**src/rtl/cmd_front_pkg.sv**
```systemverilog
// package: constants and carriers for the host adapter command front end
package cmd_front_pkg;
	// register offsets on the plain port
	localparam logic [2:0] OFS_CMD0   = 3'h0;
	localparam logic [2:0] OFS_CMD3   = 3'h3;
	localparam logic [2:0] OFS_ATTN   = 3'h4;
	localparam logic [2:0] OFS_CTRL   = 3'h5;
	localparam logic [2:0] OFS_ISR    = 3'h6;
	localparam logic [2:0] OFS_STATUS = 3'h7;
	// field positions
	localparam int CTRL_HRST_BIT = 7;
	localparam int CTRL_DMA_BIT  = 1;
	localparam int CTRL_IEN_BIT  = 0;
	localparam int CW_NODISC_BIT = 7;
	localparam int CW_NOSYNC_BIT = 6;
	localparam int OPT_DIR_BIT   = 15;
	localparam int OPT_ESO_BIT   = 14;
	localparam int OPT_RETRY_BIT = 13;
	localparam int OPT_LIST_BIT  = 12;
	localparam int OPT_SHORT_BIT = 10;
	localparam int OPT_BYP_BIT   = 9;
	localparam int OPT_CHAIN_BIT = 0;
	// request codes in attention bits 7-4
	localparam logic [3:0] REQ_IMM = 4'h1;
	localparam logic [3:0] REQ_SCB = 4'h3;
	localparam logic [3:0] REQ_EOI = 4'he;
	// device numbers and interrupt ids
	localparam logic [3:0] DEV_ADAPTER = 4'hf;
	localparam logic [3:0] ID_SCB_OK   = 4'h1;
	localparam logic [3:0] ID_HW_FAIL  = 4'h7;
	localparam logic [3:0] ID_IMM_OK   = 4'ha;
	localparam logic [3:0] ID_FAIL     = 4'hc;
	localparam logic [3:0] ID_SEQ_ERR  = 4'hf;
	localparam logic [3:0] RST_OK      = 4'h0;
	localparam logic [7:0] SOFT_OK     = 8'haf;
	localparam logic [7:0] SOFT_FAIL   = 8'h7f;
	localparam logic [5:0] OP_RESET    = 6'h00;
	localparam logic [7:0] ISR_RESET   = 8'h00;
	localparam logic [7:0] CTRL_RESET  = 8'h00;
	// number of 16-bit words in a control block
	localparam int          SCB_WORDS  = 14;
	localparam logic [3:0]  SCB_LAST   = 4'(SCB_WORDS - 1);
	// self-test length in cycles
	localparam logic [7:0]  DIAG_CYCLES = 8'h20;
	// fetch request toward system memory
	typedef struct packed {
		logic        valid;
		logic [31:0] addr;
	} mem_req_t;
	// decoded options of the active block
	typedef struct packed {
		logic no_disconnect_flag;
		logic no_sync_request_flag;
		logic read_dir;
		logic status_on_error_only;
		logic retry_enable_flag;
		logic scatter_list_flag;
		logic short_ok;
		logic cache_bypass_flag;
		logic chain_on_success_flag;
		logic [5:0] opcode;
		logic [7:0] cmd_dep;
	} scb_opts_t;
endpackage : cmd_front_pkg

```
**src/rtl/cmd_front.sv**
```systemverilog
// command front end: registers, reset sequencing, block fetch, completion
//
// Local design decisions: the placing of the registers and the plain strobed port.
`timescale 1ns/10ps
`default_nettype none
module cmd_front (
	// clock and reset
	input  wire logic                       clk_sys_in,
	input  wire logic                       srst_in,
	input  wire logic                       channel_reset_line_in,
	// register port
	input  wire logic [2:0]                 addr_in,
	input  wire logic [7:0]                 wdata_in,
	input  wire logic                       wr_in,
	input  wire logic                       rd_in,
	output logic      [7:0]                 rdata_out,
	// diagnostics and execution engine
	input  wire logic [3:0]                 diag_result_in,
	input  wire logic                       done_in,
	input  wire logic [3:0]                 done_dev_in,
	input  wire logic                       done_fail_in,
	// memory read port for block fetch
	output cmd_front_pkg::mem_req_t         mem_req_out,
	input  wire logic                       mem_ack_in,
	input  wire logic [15:0]                mem_data_in,
	// outputs to execution and scsi side
	output logic                            scsi_reset_out,
	output logic                            cache_clear_out,
	output logic                            target_reset_out,
	output logic [3:0]                      target_dev_out,
	output logic                            start_out,
	output logic [3:0]                      start_dev_out,
	output logic                            abort_seq_out,
	output cmd_front_pkg::scb_opts_t        opts_out,
	output logic [31:0]                     chain_addr_out,
	output logic                            irq_out,
	output logic                            dma_en_out
);
	typedef enum logic [2:0] {ST_IDLE, ST_DIAG, ST_DISPATCH, ST_FETCH, ST_START} state_t;
	state_t      state_reg;
	logic [7:0]  cmd_reg [4];
	logic [7:0]  attn_reg;
	logic [7:0]  ctrl_reg;
	logic [7:0]  isr_reg;
	logic        busy_reg;
	logic        full_reg;
	logic        irq_pend_reg;
	logic        failed_reg;
	logic        soft_reg;
	logic [15:0] active_reg;
	logic [7:0]  diag_cnt_reg;
	logic [3:0]  word_reg;
	logic [15:0] scb_reg [cmd_front_pkg::SCB_WORDS];
	logic        post_reg;
	logic [7:0]  post_val_reg;
	logic        hard_rst;
	logic        soft_rst;
	logic        attn_wr;
	logic [3:0]  attn_dev;
	logic [3:0]  attn_req;
	logic [31:0] cmd_word;

	////////////////////////////////////////////////////////////////////////
	// decode helpers
	function automatic logic [31:0] join32(input logic [15:0] lo, input logic [15:0] hi);
		join32 = {hi, lo};
	endfunction : join32

	assign attn_wr  = wr_in && (addr_in == cmd_front_pkg::OFS_ATTN);
	assign attn_dev = wdata_in[3:0];
	assign attn_req = wdata_in[7:4];
	assign cmd_word = {cmd_reg[3], cmd_reg[2], cmd_reg[1], cmd_reg[0]};
	// the hard reset holds for as long as the line or control bit 7 stands
	assign hard_rst = channel_reset_line_in || ctrl_reg[cmd_front_pkg::CTRL_HRST_BIT];
	// immediate reset to the adapter; refused once a reset has failed
	assign soft_rst = (state_reg == ST_DISPATCH) && !failed_reg
		&& (attn_reg[7:4] == cmd_front_pkg::REQ_IMM)
		&& (attn_reg[3:0] == cmd_front_pkg::DEV_ADAPTER)
		&& (cmd_word[5:0] == cmd_front_pkg::OP_RESET);

	////////////////////////////////////////////////////////////////////////
	// command bytes and control register
	always_ff @(posedge clk_sys_in)
	begin
		if (srst_in)
		begin
			for (int i = 0; i < 4; i++)
				cmd_reg[i] <= 8'h00;
			ctrl_reg <= cmd_front_pkg::CTRL_RESET;
		end
		else if (wr_in)
		begin
			if (addr_in <= cmd_front_pkg::OFS_CMD3)
				cmd_reg[addr_in[1:0]] <= wdata_in;
			else if (addr_in == cmd_front_pkg::OFS_CTRL)
				ctrl_reg <= wdata_in & 8'h83;
		end
	end

	// full flag: set once the last byte is loaded, cleared when consumed
	always_ff @(posedge clk_sys_in)
	begin
		if (srst_in || hard_rst)
			full_reg <= 1'b0;
		else if (wr_in && addr_in == cmd_front_pkg::OFS_CMD3)
			full_reg <= 1'b1;
		else if (state_reg == ST_DISPATCH)
			full_reg <= 1'b0;
	end

	////////////////////////////////////////////////////////////////////////
	// main sequencer
	always_ff @(posedge clk_sys_in)
	begin
		if (srst_in)
		begin
			state_reg    <= ST_DIAG;
			busy_reg     <= 1'b1;
			diag_cnt_reg <= 8'h00;
			soft_reg     <= 1'b0;
			failed_reg   <= 1'b0;
			attn_reg     <= 8'h00;
			word_reg     <= 4'h0;
			active_reg   <= 16'h0000;
		end
		else if (hard_rst)
		begin
			state_reg    <= ST_DIAG;
			busy_reg     <= 1'b1;
			diag_cnt_reg <= 8'h00;
			soft_reg     <= 1'b0;
			failed_reg   <= 1'b0;
			active_reg   <= 16'h0000;
		end
		else
		begin
			if (done_in)
				active_reg[done_dev_in] <= 1'b0;
			unique case (state_reg)
				ST_IDLE:
				begin
					if (attn_wr && attn_req != cmd_front_pkg::REQ_EOI)
					begin
						attn_reg  <= wdata_in;
						busy_reg  <= 1'b1;
						state_reg <= ST_DISPATCH;
					end
				end
				ST_DIAG:
				begin
					diag_cnt_reg <= diag_cnt_reg + 8'h01;
					if (diag_cnt_reg == cmd_front_pkg::DIAG_CYCLES)
					begin
						failed_reg <= (diag_result_in != cmd_front_pkg::RST_OK);
						busy_reg   <= 1'b0;
						state_reg  <= ST_IDLE;
					end
				end
				ST_DISPATCH:
				begin
					word_reg <= 4'h0;
					if (soft_rst)
					begin
						// soft reset drops every pending command
						active_reg   <= 16'h0000;
						soft_reg     <= 1'b1;
						diag_cnt_reg <= 8'h00;
						state_reg    <= ST_DIAG;
					end
					else if (failed_reg || active_reg[attn_reg[3:0]])
					begin
						// new command discarded; running one ends with an error
						busy_reg  <= 1'b0;
						state_reg <= ST_IDLE;
					end
					else if (attn_reg[7:4] == cmd_front_pkg::REQ_SCB)
						state_reg <= ST_FETCH;
					else
						state_reg <= ST_START;
				end
				ST_FETCH:
				begin
					// busy drops, though the fetch still takes its pointer from the command bytes
					busy_reg <= 1'b0;
					if (mem_ack_in)
					begin
						word_reg <= word_reg + 4'h1;
						if (word_reg == cmd_front_pkg::SCB_LAST)
							state_reg <= ST_START;
					end
				end
				ST_START:
				begin
					busy_reg                  <= 1'b0;
					active_reg[attn_reg[3:0]] <= 1'b1;
					state_reg                 <= ST_IDLE;
				end
			endcase
		end
	end

	// control block words land in ascending order
	always_ff @(posedge clk_sys_in)
	begin
		if (state_reg == ST_FETCH && mem_ack_in)
			scb_reg[word_reg] <= mem_data_in;
	end

	// fetch address walks up one halfword at a time
	always_ff @(posedge clk_sys_in)
	begin
		if (srst_in || hard_rst)
			mem_req_out <= '0;
		else
		begin
			mem_req_out.valid <= (state_reg == ST_FETCH) && !(mem_ack_in
				&& word_reg == cmd_front_pkg::SCB_LAST);
			mem_req_out.addr  <= cmd_word + {27'h0, word_reg + 4'(mem_ack_in), 1'b0};
		end
	end

	////////////////////////////////////////////////////////////////////////
	// option decode and start pulse toward the execution engine
	always_ff @(posedge clk_sys_in)
	begin
		if (srst_in || hard_rst)
		begin
			opts_out       <= '0;
			chain_addr_out <= 32'h0;
			start_out      <= 1'b0;
			start_dev_out  <= 4'h0;
		end
		else
		begin
			start_out <= (state_reg == ST_START);
			if (state_reg == ST_START)
			begin
				start_dev_out                  <= attn_reg[3:0];
				opts_out.opcode                <= scb_reg[0][5:0];
				opts_out.cmd_dep               <= scb_reg[0][15:8];
				opts_out.no_disconnect_flag    <= scb_reg[0][cmd_front_pkg::CW_NODISC_BIT];
				opts_out.no_sync_request_flag  <= scb_reg[0][cmd_front_pkg::CW_NOSYNC_BIT];
				opts_out.read_dir              <= scb_reg[1][cmd_front_pkg::OPT_DIR_BIT];
				opts_out.status_on_error_only  <= scb_reg[1][cmd_front_pkg::OPT_ESO_BIT];
				opts_out.retry_enable_flag     <= scb_reg[1][cmd_front_pkg::OPT_RETRY_BIT];
				opts_out.scatter_list_flag     <= scb_reg[1][cmd_front_pkg::OPT_LIST_BIT];
				opts_out.short_ok              <= scb_reg[1][cmd_front_pkg::OPT_SHORT_BIT];
				opts_out.cache_bypass_flag     <= scb_reg[1][cmd_front_pkg::OPT_BYP_BIT];
				opts_out.chain_on_success_flag <= scb_reg[1][cmd_front_pkg::OPT_CHAIN_BIT];
				chain_addr_out                 <= join32(scb_reg[10], scb_reg[11]);
			end
		end
	end

	// reset side effects: scsi bus only on soft reset to the adapter
	always_ff @(posedge clk_sys_in)
	begin
		if (srst_in)
		begin
			scsi_reset_out   <= 1'b0;
			cache_clear_out  <= 1'b1;
			target_reset_out <= 1'b0;
			target_dev_out   <= 4'h0;
			abort_seq_out    <= 1'b0;
		end
		else
		begin
			scsi_reset_out   <= soft_rst && !hard_rst;
			cache_clear_out  <= hard_rst;
			target_reset_out <= !hard_rst && state_reg == ST_DISPATCH && !failed_reg
				&& attn_reg[7:4] == cmd_front_pkg::REQ_IMM
				&& attn_reg[3:0] != cmd_front_pkg::DEV_ADAPTER
				&& cmd_word[5:0] == cmd_front_pkg::OP_RESET;
			target_dev_out   <= attn_reg[3:0];
			abort_seq_out    <= !hard_rst && state_reg == ST_DISPATCH && !soft_rst
				&& !failed_reg && active_reg[attn_reg[3:0]];
		end
	end

	////////////////////////////////////////////////////////////////////////
	// completion posting: one report outstanding until end of interrupt
	always_ff @(posedge clk_sys_in)
	begin
		if (srst_in || hard_rst) // a hard reset drops any stale report
		begin
			post_reg     <= 1'b0;
			post_val_reg <= 8'h00;
		end
		else if (state_reg == ST_DIAG && diag_cnt_reg == cmd_front_pkg::DIAG_CYCLES
			&& !hard_rst)
		begin
			post_reg     <= 1'b1;
			post_val_reg <= soft_reg ? ((diag_result_in == cmd_front_pkg::RST_OK)
				? cmd_front_pkg::SOFT_OK : cmd_front_pkg::SOFT_FAIL)
				: {diag_result_in, cmd_front_pkg::DEV_ADAPTER};
		end
		else if (done_in && !failed_reg)
		begin
			post_reg     <= 1'b1;
			post_val_reg <= {done_fail_in ? cmd_front_pkg::ID_FAIL
				: cmd_front_pkg::ID_SCB_OK, done_dev_in};
		end
		else if (post_reg && !irq_pend_reg)
			post_reg <= 1'b0;
	end

	// status register and interrupt latch
	always_ff @(posedge clk_sys_in)
	begin
		if (srst_in || hard_rst) // otherwise an old report hides the reset result
		begin
			isr_reg      <= cmd_front_pkg::ISR_RESET;
			irq_pend_reg <= 1'b0;
		end
		else if (post_reg && !irq_pend_reg)
		begin
			isr_reg      <= post_val_reg;
			irq_pend_reg <= 1'b1;
		end
		else if (attn_wr && attn_req == cmd_front_pkg::REQ_EOI)
		begin
			isr_reg      <= cmd_front_pkg::ISR_RESET;
			irq_pend_reg <= 1'b0;
		end
	end

	// interrupt and dma enables gate the outgoing levels
	always_ff @(posedge clk_sys_in)
	begin
		if (srst_in)
		begin
			irq_out    <= 1'b0;
			dma_en_out <= 1'b0;
		end
		else
		begin
			irq_out    <= irq_pend_reg && ctrl_reg[cmd_front_pkg::CTRL_IEN_BIT];
			dma_en_out <= ctrl_reg[cmd_front_pkg::CTRL_DMA_BIT] && !hard_rst;
		end
	end

	////////////////////////////////////////////////////////////////////////
	// read port, data one cycle after the strobe
	always_ff @(posedge clk_sys_in)
	begin
		if (srst_in)
			rdata_out <= 8'h00;
		else if (rd_in)
		begin
			unique case (addr_in)
				cmd_front_pkg::OFS_ATTN:   rdata_out <= attn_reg;
				cmd_front_pkg::OFS_CTRL:   rdata_out <= ctrl_reg;
				cmd_front_pkg::OFS_ISR:    rdata_out <= isr_reg;
				cmd_front_pkg::OFS_STATUS: rdata_out <= {4'h0, full_reg,
					!full_reg, irq_pend_reg, busy_reg};
				default:                   rdata_out <= cmd_reg[addr_in[1:0]];
			endcase
		end
		else
			rdata_out <= 8'h00;
	end

	////////////////////////////////////////////////////////////////////////
	// checks
	AST_HARD_BUSY: assert property (@(posedge clk_sys_in) disable iff (srst_in)
		hard_rst |=> busy_reg)
		else $error("busy not set by hard reset");
	AST_NO_BUS_RESET_HARD: assert property (@(posedge clk_sys_in) disable iff (srst_in)
		hard_rst |=> !scsi_reset_out)
		else $error("scsi reset during hard reset");
	AST_ISR_HOLD: assert property (@(posedge clk_sys_in) disable iff (srst_in || hard_rst)
		irq_pend_reg && !(attn_wr && attn_req == cmd_front_pkg::REQ_EOI)
		|=> $stable(isr_reg))
		else $error("status changed while interrupt pending");
	AST_EOI_CLEAR: assert property (@(posedge clk_sys_in) disable iff (srst_in)
		irq_pend_reg && attn_wr && attn_req == cmd_front_pkg::REQ_EOI
		|=> !irq_pend_reg && isr_reg == cmd_front_pkg::ISR_RESET)
		else $error("end of interrupt did not clear status");
	AST_ATTN_BUSY: assert property (@(posedge clk_sys_in) disable iff (srst_in || hard_rst)
		state_reg == ST_IDLE && attn_wr && attn_req != cmd_front_pkg::REQ_EOI
		|=> busy_reg)
		else $error("busy not set on attention");
	AST_FAILED_REFUSE: assert property (@(posedge clk_sys_in) disable iff (srst_in)
		failed_reg && state_reg == ST_DISPATCH && !hard_rst
		|=> state_reg == ST_IDLE && !start_out)
		else $error("command accepted after failed reset");
	AST_SEQ_ERR: assert property (@(posedge clk_sys_in) disable iff (srst_in)
		state_reg == ST_DISPATCH && !hard_rst && !soft_rst && !failed_reg
		&& active_reg[attn_reg[3:0]] |=> abort_seq_out ##1 !start_out)
		else $error("busy device command not refused");
	AST_SOFT_SCSI: assert property (@(posedge clk_sys_in) disable iff (srst_in)
		soft_rst && !hard_rst |=> scsi_reset_out && state_reg == ST_DIAG)
		else $error("soft reset did not pulse scsi reset");
	AST_FETCH_ORDER: assert property (@(posedge clk_sys_in) disable iff (srst_in || hard_rst)
		state_reg == ST_FETCH && mem_ack_in && word_reg != cmd_front_pkg::SCB_LAST
		|=> mem_req_out.addr == $past(mem_req_out.addr) + 32'h2)
		else $error("fetch address not ascending");
	COV_SCB: cover property (@(posedge clk_sys_in) state_reg == ST_FETCH ##[1:40] start_out);
	COV_EOI: cover property (@(posedge clk_sys_in) irq_pend_reg ##[1:20] !irq_pend_reg);
	COV_SOFT: cover property (@(posedge clk_sys_in) scsi_reset_out);
	COV_SEQ: cover property (@(posedge clk_sys_in) abort_seq_out);
endmodule : cmd_front
`default_nettype wire

```
**config.mk**
```make
export PLATFORM = sky130hd
export DESIGN_NAME = cmd_front
export DESIGN_NICKNAME = d
export VERILOG_FILES = /design/src/rtl/cmd_front_pkg.sv /design/src/rtl/cmd_front.sv
export SDC_FILE = /design/constraint.sdc
export NUM_CORES = 1
export LEC_CHECK = 0
export BUFFER_PORTS_ARGS = -buffer_cell sky130_fd_sc_hd__buf_2
export CELL_PAD_IN_SITES_DETAIL_PLACEMENT = 1
export CELL_PAD_IN_SITES_GLOBAL_PLACEMENT = 1
export CORE_UTILIZATION = 46
export CTS_CLUSTER_DIAMETER = 120
export CTS_CLUSTER_SIZE = 28
export DETAILED_ROUTE_END_ITERATION = 6
export PLACE_DENSITY = 0.8
export SYNTH_ARGS = -nofsm -noshare
export SYNTH_HDL_FRONTEND = slang
export SYNTH_SLANG_ARGS = --single-unit
```
**constraint.sdc**
```tcl
create_clock -name clk_sys_in -period 6.8 [get_ports clk_sys_in]
set_input_delay 1.36 -clock clk_sys_in [delete_from_list [all_inputs] [get_ports clk_sys_in]]
set_output_delay 1.36 -clock clk_sys_in [all_outputs]
set_load 0.05 [all_outputs]
```
==> impl_metrics.ini, run 1 <==
[logic_synthesis]
ys_seq_area_share_pct = 58.65
synth_edf_count = 87
syn_area_per_cell_sq_um = 10.39
synth_nets = 1060
yosys_warnings = 0
synth_top_cell_by_area = dfxtp_1
muxShareOfSynthArea_pct = 5.184
synth-simple-area-share_pct = 19.34
synth.distinct_cells = 66
ys.flop_type = dfxtp_1
ys_async_sr_fraction_pct = 0
synthAdderAreaFrac_pct = 1.632
synth_compound_area_share_pct = 9.887
netlist_area_sq_um = 10430
synthTopCellsByArea = dfxtp_1 34%, edfxtp_1 25%, nand2_1 6.6%
netlist.area_leader.share_pct = 33.60
synthCells = 1004
synth-xor-area-share_pct = 2.100
ys_seq_elements = 262
synth_top_family_by_area = simple AND/OR/NAND/NOR gates

[clocking]
postCtsSetupRepairBufs = 0
root_buffer = clkbuf_16
cts_inserted_buffers = 13
clock_tree.buffer_depth = 3
cts_tree = built
cts_resized = 0
clk_latency_ns = 0.50
cts_hold_buffers = 0
ctsHtreeMaxLevel = 1
cts.sinks = 262
path_clk_slew_ns = 0.11

[setup_path]
startpoint_type = input port
worstSetupPathType = input port to flip-flop
crit_slowest_cell = or4_1
max_stage_delay_ns = 0.60
endpoint_kind = flip-flop
worstPathCellList = buf_2 > ha_1 > ha_1 > xor2_1 > ha_1 > a21o_1 > a21o_1 > nand4_1 > or4_1 > a21oi_1
worstPathMaxFanout = 12
crit_top_cell = ha_1
arrival_ns = 4.06
required_ns = 7.22

[pwr]
power.density_nw_per_um2 = 231.2
vdd_drop_max_mv = 0.1739
leakagePower_uw = 0.004375

[die]
die_y_um = 152.6
rows = 54
core_area_sq_um = 22030
die_area_sq_um = 23270
start_util_pct = 47.34
ios = 154
die_x_um = 152.6

[sta]
setup_tns_ns = 0
period_minus_slack_ns = 3.645
timing.final.crit_share_pct = 53.60
timing.fmax_mhz = 274.4
maxSlewViolCount = 0
slew_headroom_pct = 18.15
rsz0062_at_grt = false
hold_viol = 0
setup_viol = 0
clock_skew_ns = 0.01913
worstMarginPinSlew_ns = 1.215

[final_layout]
nNetsFinal = 1173
largest_register_ffs = 55
syn_to_final_growth_pct = 12.17
drive_gt1_share_pct = 18.34
mostFrequentLayoutCells = 182 x nand2_1, 175 x dfxtp_1, 153 x buf_2
fin_util_pct = 53.10
mostFrequentLayoutCell = nand2_1

[drt]
wire_per_inst_um = 19.56
vias = 7839
detail-route-antenna-nets = 0
vias_per_cell = 5.583
totalWireLength_um = 27460
dr.pass1.iters = 7
drc = 8
drt_iter0_markers = 459

[placed_design]
dp_hpwl_um = 19220
finalWeightedCongestion = 0.8246
portBuffers = 153

[grt]
grt_pass1_wl_um = 44190
grt_pass1_vias = 8005
grt_max_degree = 90
antenna_found_initial = 0
grt_overflow = 0
grt_usage_pct = 23.83

[worst_hold_path]
hp-class = flip-flop to flip-flop

[run_status]
violations = design-rule violations
status = complete, but fails checks

[flow_run]
drv_cap = 0
worst max-delay path, delay by kind of cell:
kind | cells | cell delay, ns
AO/OA/AOI/OAI | 3 | 0.60
XOR/XNOR | 1 | 0.14
adder cells (fa/ha/maj) | 3 | 0.79
buffers and inverters | 1 | 0.14
AND/OR/NAND/NOR | 2 | 1.02
cells by family (layout without fill, tap and decap cells):
| logic type | count (synthesis) | in the layout |
|---|---|---|
| mux | 36 | 36 |
| simple gates | 413 | 413 |
| other cells | 0 | 1 |
| buf+inv | 76 | 195 |
| fa+ha+maj | 13 | 13 |
| xor+xnor | 25 | 25 |
| compound gates | 179 | 179 |
| flops | 262 | 262 |
per-stage QoR:
| step | std cells | setup WS, ns | hold slack [ns] | power (uW) | cell area [sq um] |
|---|---|---|---|---|---|
| after floorplan | 1004 | 3.267 | 0.4287 | 1805 | 10430 |
| after global placement | 1382 | 2.782 | 0.4390 | 1865 | 11320 |
| after detailed placement | 1382 | 2.708 | 0.4456 | 1872 | 11320 |
| after CTS | 1403 | 3.214 | 0.4605 | 2730 | 11690 |
| after global routing | 1403 | 3.019 | 0.4809 | 2796 | 11690 |
| final | 1404 | 3.155 | 0.4556 | 2704 | 11700 |
power breakdown:
group / internal, uW / total (uW) / leakage (uW) / switching (uW)
registers: 1640 / 1670 / 0.00222 / 27.1
clock network: 371 / 868 / 0.000178 / 497
logic: 48.2 / 168 / 0.00198 / 120
total: 2060 / 2700 / 0.00437 / 644
area by class of cell:
class,count,area [sq um]
well taps,280,350.3
clock inverters,1,20.02
flip-flops and latches,262,6116
repair buffers,157,795.8
multi-input cells,666,3995
diodes,1,2.502
clock buffers,20,351.6
inverters,17,65.06
fillers,2499,10330
final timing paths:
path / to / slack [ns] / cells after the start / from
max: mem_req_out[31] / 3.16 / 10 / mem_ack_in
min: opts_out[11] / 0.46 / 2 / opts_out[11]
max reg2reg: mem_req_out[31] / 3.78 / 9 / word_reg[0]
min reg2reg: opts_out[11] / 0.46 / 2 / opts_out[11]
metal layers:
layer / part of all wire, % / track usage (%)
met1: 43 / 30.63
met2: 50 / 42.18
met3: 4.6 / 2.873
met4: 2.5 / 6.830
met5: 0 / 0
cell usage after synthesis (14+ instances only):
cell type	instances
a21oi_1	113
and2_1	27
and3_1	14
clkbuf_1	38
dfxtp_1	175
edfxtp_1	87
inv_1	16
mux2i_1	21
nand2_1	183
nand3_1	33
nand4_1	21
nor2_1	63
o21ai_0	30
xor2_1	18
No activity file was read; power rests on OpenSTA's default activity.
==> inputs of run 2 (changes only) <==
--- a/config.mk
+++ b/config.mk
@@ -8,11 +8,11 @@
 export BUFFER_PORTS_ARGS = -buffer_cell sky130_fd_sc_hd__buf_2
 export CELL_PAD_IN_SITES_DETAIL_PLACEMENT = 1
 export CELL_PAD_IN_SITES_GLOBAL_PLACEMENT = 1
-export CORE_UTILIZATION = 46
+export CORE_UTILIZATION = 44
 export CTS_CLUSTER_DIAMETER = 120
 export CTS_CLUSTER_SIZE = 28
 export DETAILED_ROUTE_END_ITERATION = 6
-export PLACE_DENSITY = 0.8
+export PLACE_DENSITY = 0.77
 export SYNTH_ARGS = -nofsm -noshare
 export SYNTH_HDL_FRONTEND = slang
 export SYNTH_SLANG_ARGS = --single-unit
==> constraint.sdc (replaced) <==
create_clock -name clk_sys_in -period 3.8 [get_ports clk_sys_in]
set_input_delay 0.76 -clock clk_sys_in [delete_from_list [all_inputs] [get_ports clk_sys_in]]
set_output_delay 0.76 -clock clk_sys_in [all_outputs]
set_load 0.05 [all_outputs]
==> run 2 against run 1 <==
  * The flow now finishes without violations
  * Sequential power is 78% higher
  * Clock skew hardly changed
  * First-iteration DRC count is 4.8% lower
  * Non-clock buffer count is 7 higher
==> impl_metrics.ini, run 2 (same netlist as run 1, synthesis figures left out) <==
[worst_hold_path]
worstHoldStart = post_val_reg[2]
hold_depth = 2
min_to = isr_reg[2]
hp-class = flip-flop to flip-flop

[setup_path]
endpoint_kind = flip-flop
r2r_slack_ns = 0.78
r2r-start = word_reg[0]
rr_worst_depth = 9
worstPathMaxFanout = 12
cp-startpoint = mem_ack_in
arrival_ns = 3.50
regToRegEndpoint = mem_req_out[31]
worstSetupPathType = input port to flip-flop
required_ns = 4.21
startpoint_type = input port

[placed_design]
dp_hpwl_um = 19660
portBuffers = 153
finalWeightedCongestion = 0.8053
pre_cts_ws_ns = 0.2331

[flow_run]
drv_cap = 0

[drt]
dr.pass1.iters = 5
vias_per_cell = 5.420
wire_per_inst_um = 19.05
drt_iter0_markers = 437
totalWireLength_um = 27490
vias = 7821
detail-route-antenna-nets = 0
drc = 0

[run_status]
status = finished, final reports clean

[sta]
finalWorstSetupSlack_ns = 0.7093
maxSlewViolCount = 0
hold_viol = 0
timing.fmax_mhz = 323.6
slew_headroom_pct = 28.23
setup_tns_ns = 0
rsz0062_at_grt = false
clock_skew_ns = 0.01963
period_minus_slack_ns = 3.091
setup_viol = 0
timing.final.crit_share_pct = 81.33
worstMarginPinSlew_ns = 1.068

[clocking]
path_clk_slew_ns = 0.11
cts_tree = built
clk_latency_ns = 0.49
root_buffer = clkbuf_16
cts_hold_buffers = 0
cts_resized = 0
cts_inserted_buffers = 13
cts.sinks = 262
ctsHtreeMaxLevel = 1
clock_tree.buffer_depth = 3
postCtsSetupRepairBufs = 0

[pwr]
power_frac_comb_pct = 6.3
switching_share_pct = 23.81
seq_power_share_pct = 61.6
vdd_drop_max_mv = 0.3273
power.density_nw_per_um2 = 411.0
leakagePower_uw = 0.004408
power.internal_uw = 3691
p_switching_uw = 1153
power.share.clock_pct = 32.2

[final_layout]
largest_register_ffs = 55
mostFrequentLayoutCell = nand2_1
drive_gt1_share_pct = 18.76
ff_latch_area_sq_um = 6116
nNetsFinal = 1180
syn_to_final_growth_pct = 13.01
multi_input_area_sq_um = 3991
antenna_cells = 0
mostFrequentLayoutCells = 182 x nand2_1, 175 x dfxtp_1, 153 x buf_2
n_fill_cell = 2613

[grt]
grt_max_degree = 64
grt_pass1_vias = 8041
grt_usage_pct = 22.81
grt_overflow = 0
grt_pass1_wl_um = 43560
antenna_found_initial = 0

[die]
start_util_pct = 45.50
ios = 154
die_y_um = 155.9
die_area_sq_um = 24320
core_area_sq_um = 22920
die_x_um = 155.9
rows = 55
-- run 2: cell count changes in the layout (fill, tap and decap cells not counted) --
cell | before | now
o21ai_2 | 1 | 0
buf_4 | 4 | 11
diode_2 | 1 | 0
o21ai_1 | 0 | 1
-- run 2: worst max-delay path, cell delays in order --
cell and delay, ns:
buf_2 0.15, ha_1 0.22, ha_1 0.19, xor2_1 0.15, ha_1 0.36, a21o_1 0.14
a21o_1 0.35, nand4_1 0.41, or4_1 0.61, a21oi_1 0.16
-- run 2: area by class of cell --
class,instances,share of cell area [%]
Clock buffer,20,2.984
Inverter,17,0.5521
Clock inverter,1,0.1699
Timing Repair Buffer,164,7.199
Multi-Input combinational cell,666,33.87
Sequential cell,262,51.90
Tap cell,313,3.323
-- run 2: how the worst max path moves through the flow --
stage / slack (ns) / endpoint / depth (start not counted)
floorplan: 0.87 / mem_req_out[28] / 10
global placement: 0.36 / mem_req_out[31] / 10
detailed placement: 0.23 / mem_req_out[31] / 10
CTS: 0.73 / mem_req_out[31] / 10
global route: 0.57 / mem_req_out[31] / 10
finish: 0.71 / mem_req_out[31] / 10
-- run 2: metrics by stage --
stage / instances / area (sq um) / hold slack, ns / power, uW / utilization, %
after global routing: 1443 / 11780 / 0.4471 / 5011 / 51.42
after CTS: 1443 / 11780 / 0.4383 / 4891 / 51.42
final: 1443 / 11780 / 0.4427 / 4844 / 51.42
after global placement: 1422 / 11410 / 0.4398 / 3344 / 49.80
after floorplan: 1004 / 10430 / 0.4287 / 3231 / -
after detailed placement: 1422 / 11410 / 0.4449 / 3351 / 49.80
-- run 2: routing by layer --
metal | part of all wire [%] | GRT usage, %
met1 | 42 | 29.28
met2 | 51 | 40.67
met3 | 4.4 | 2.861
met4 | 2.1 | 5.556
met5 | 0 | 0
-- run 2: power by group through the flow --
| stage | clock (uW) | combinational, uW | sequential, uW |
|---|---|---|---|
| 6_report | 1560 | 303 | 2980 |
| 5_1_grt | 1690 | 328 | 2990 |
| 4_1_cts | 1600 | 305 | 2980 |
| 3_5_place_dp | 0 | 304 | 3050 |
| 3_3_place_gp | 0 | 298 | 3050 |
| 2_1_floorplan | 0 | 136 | 3090 |
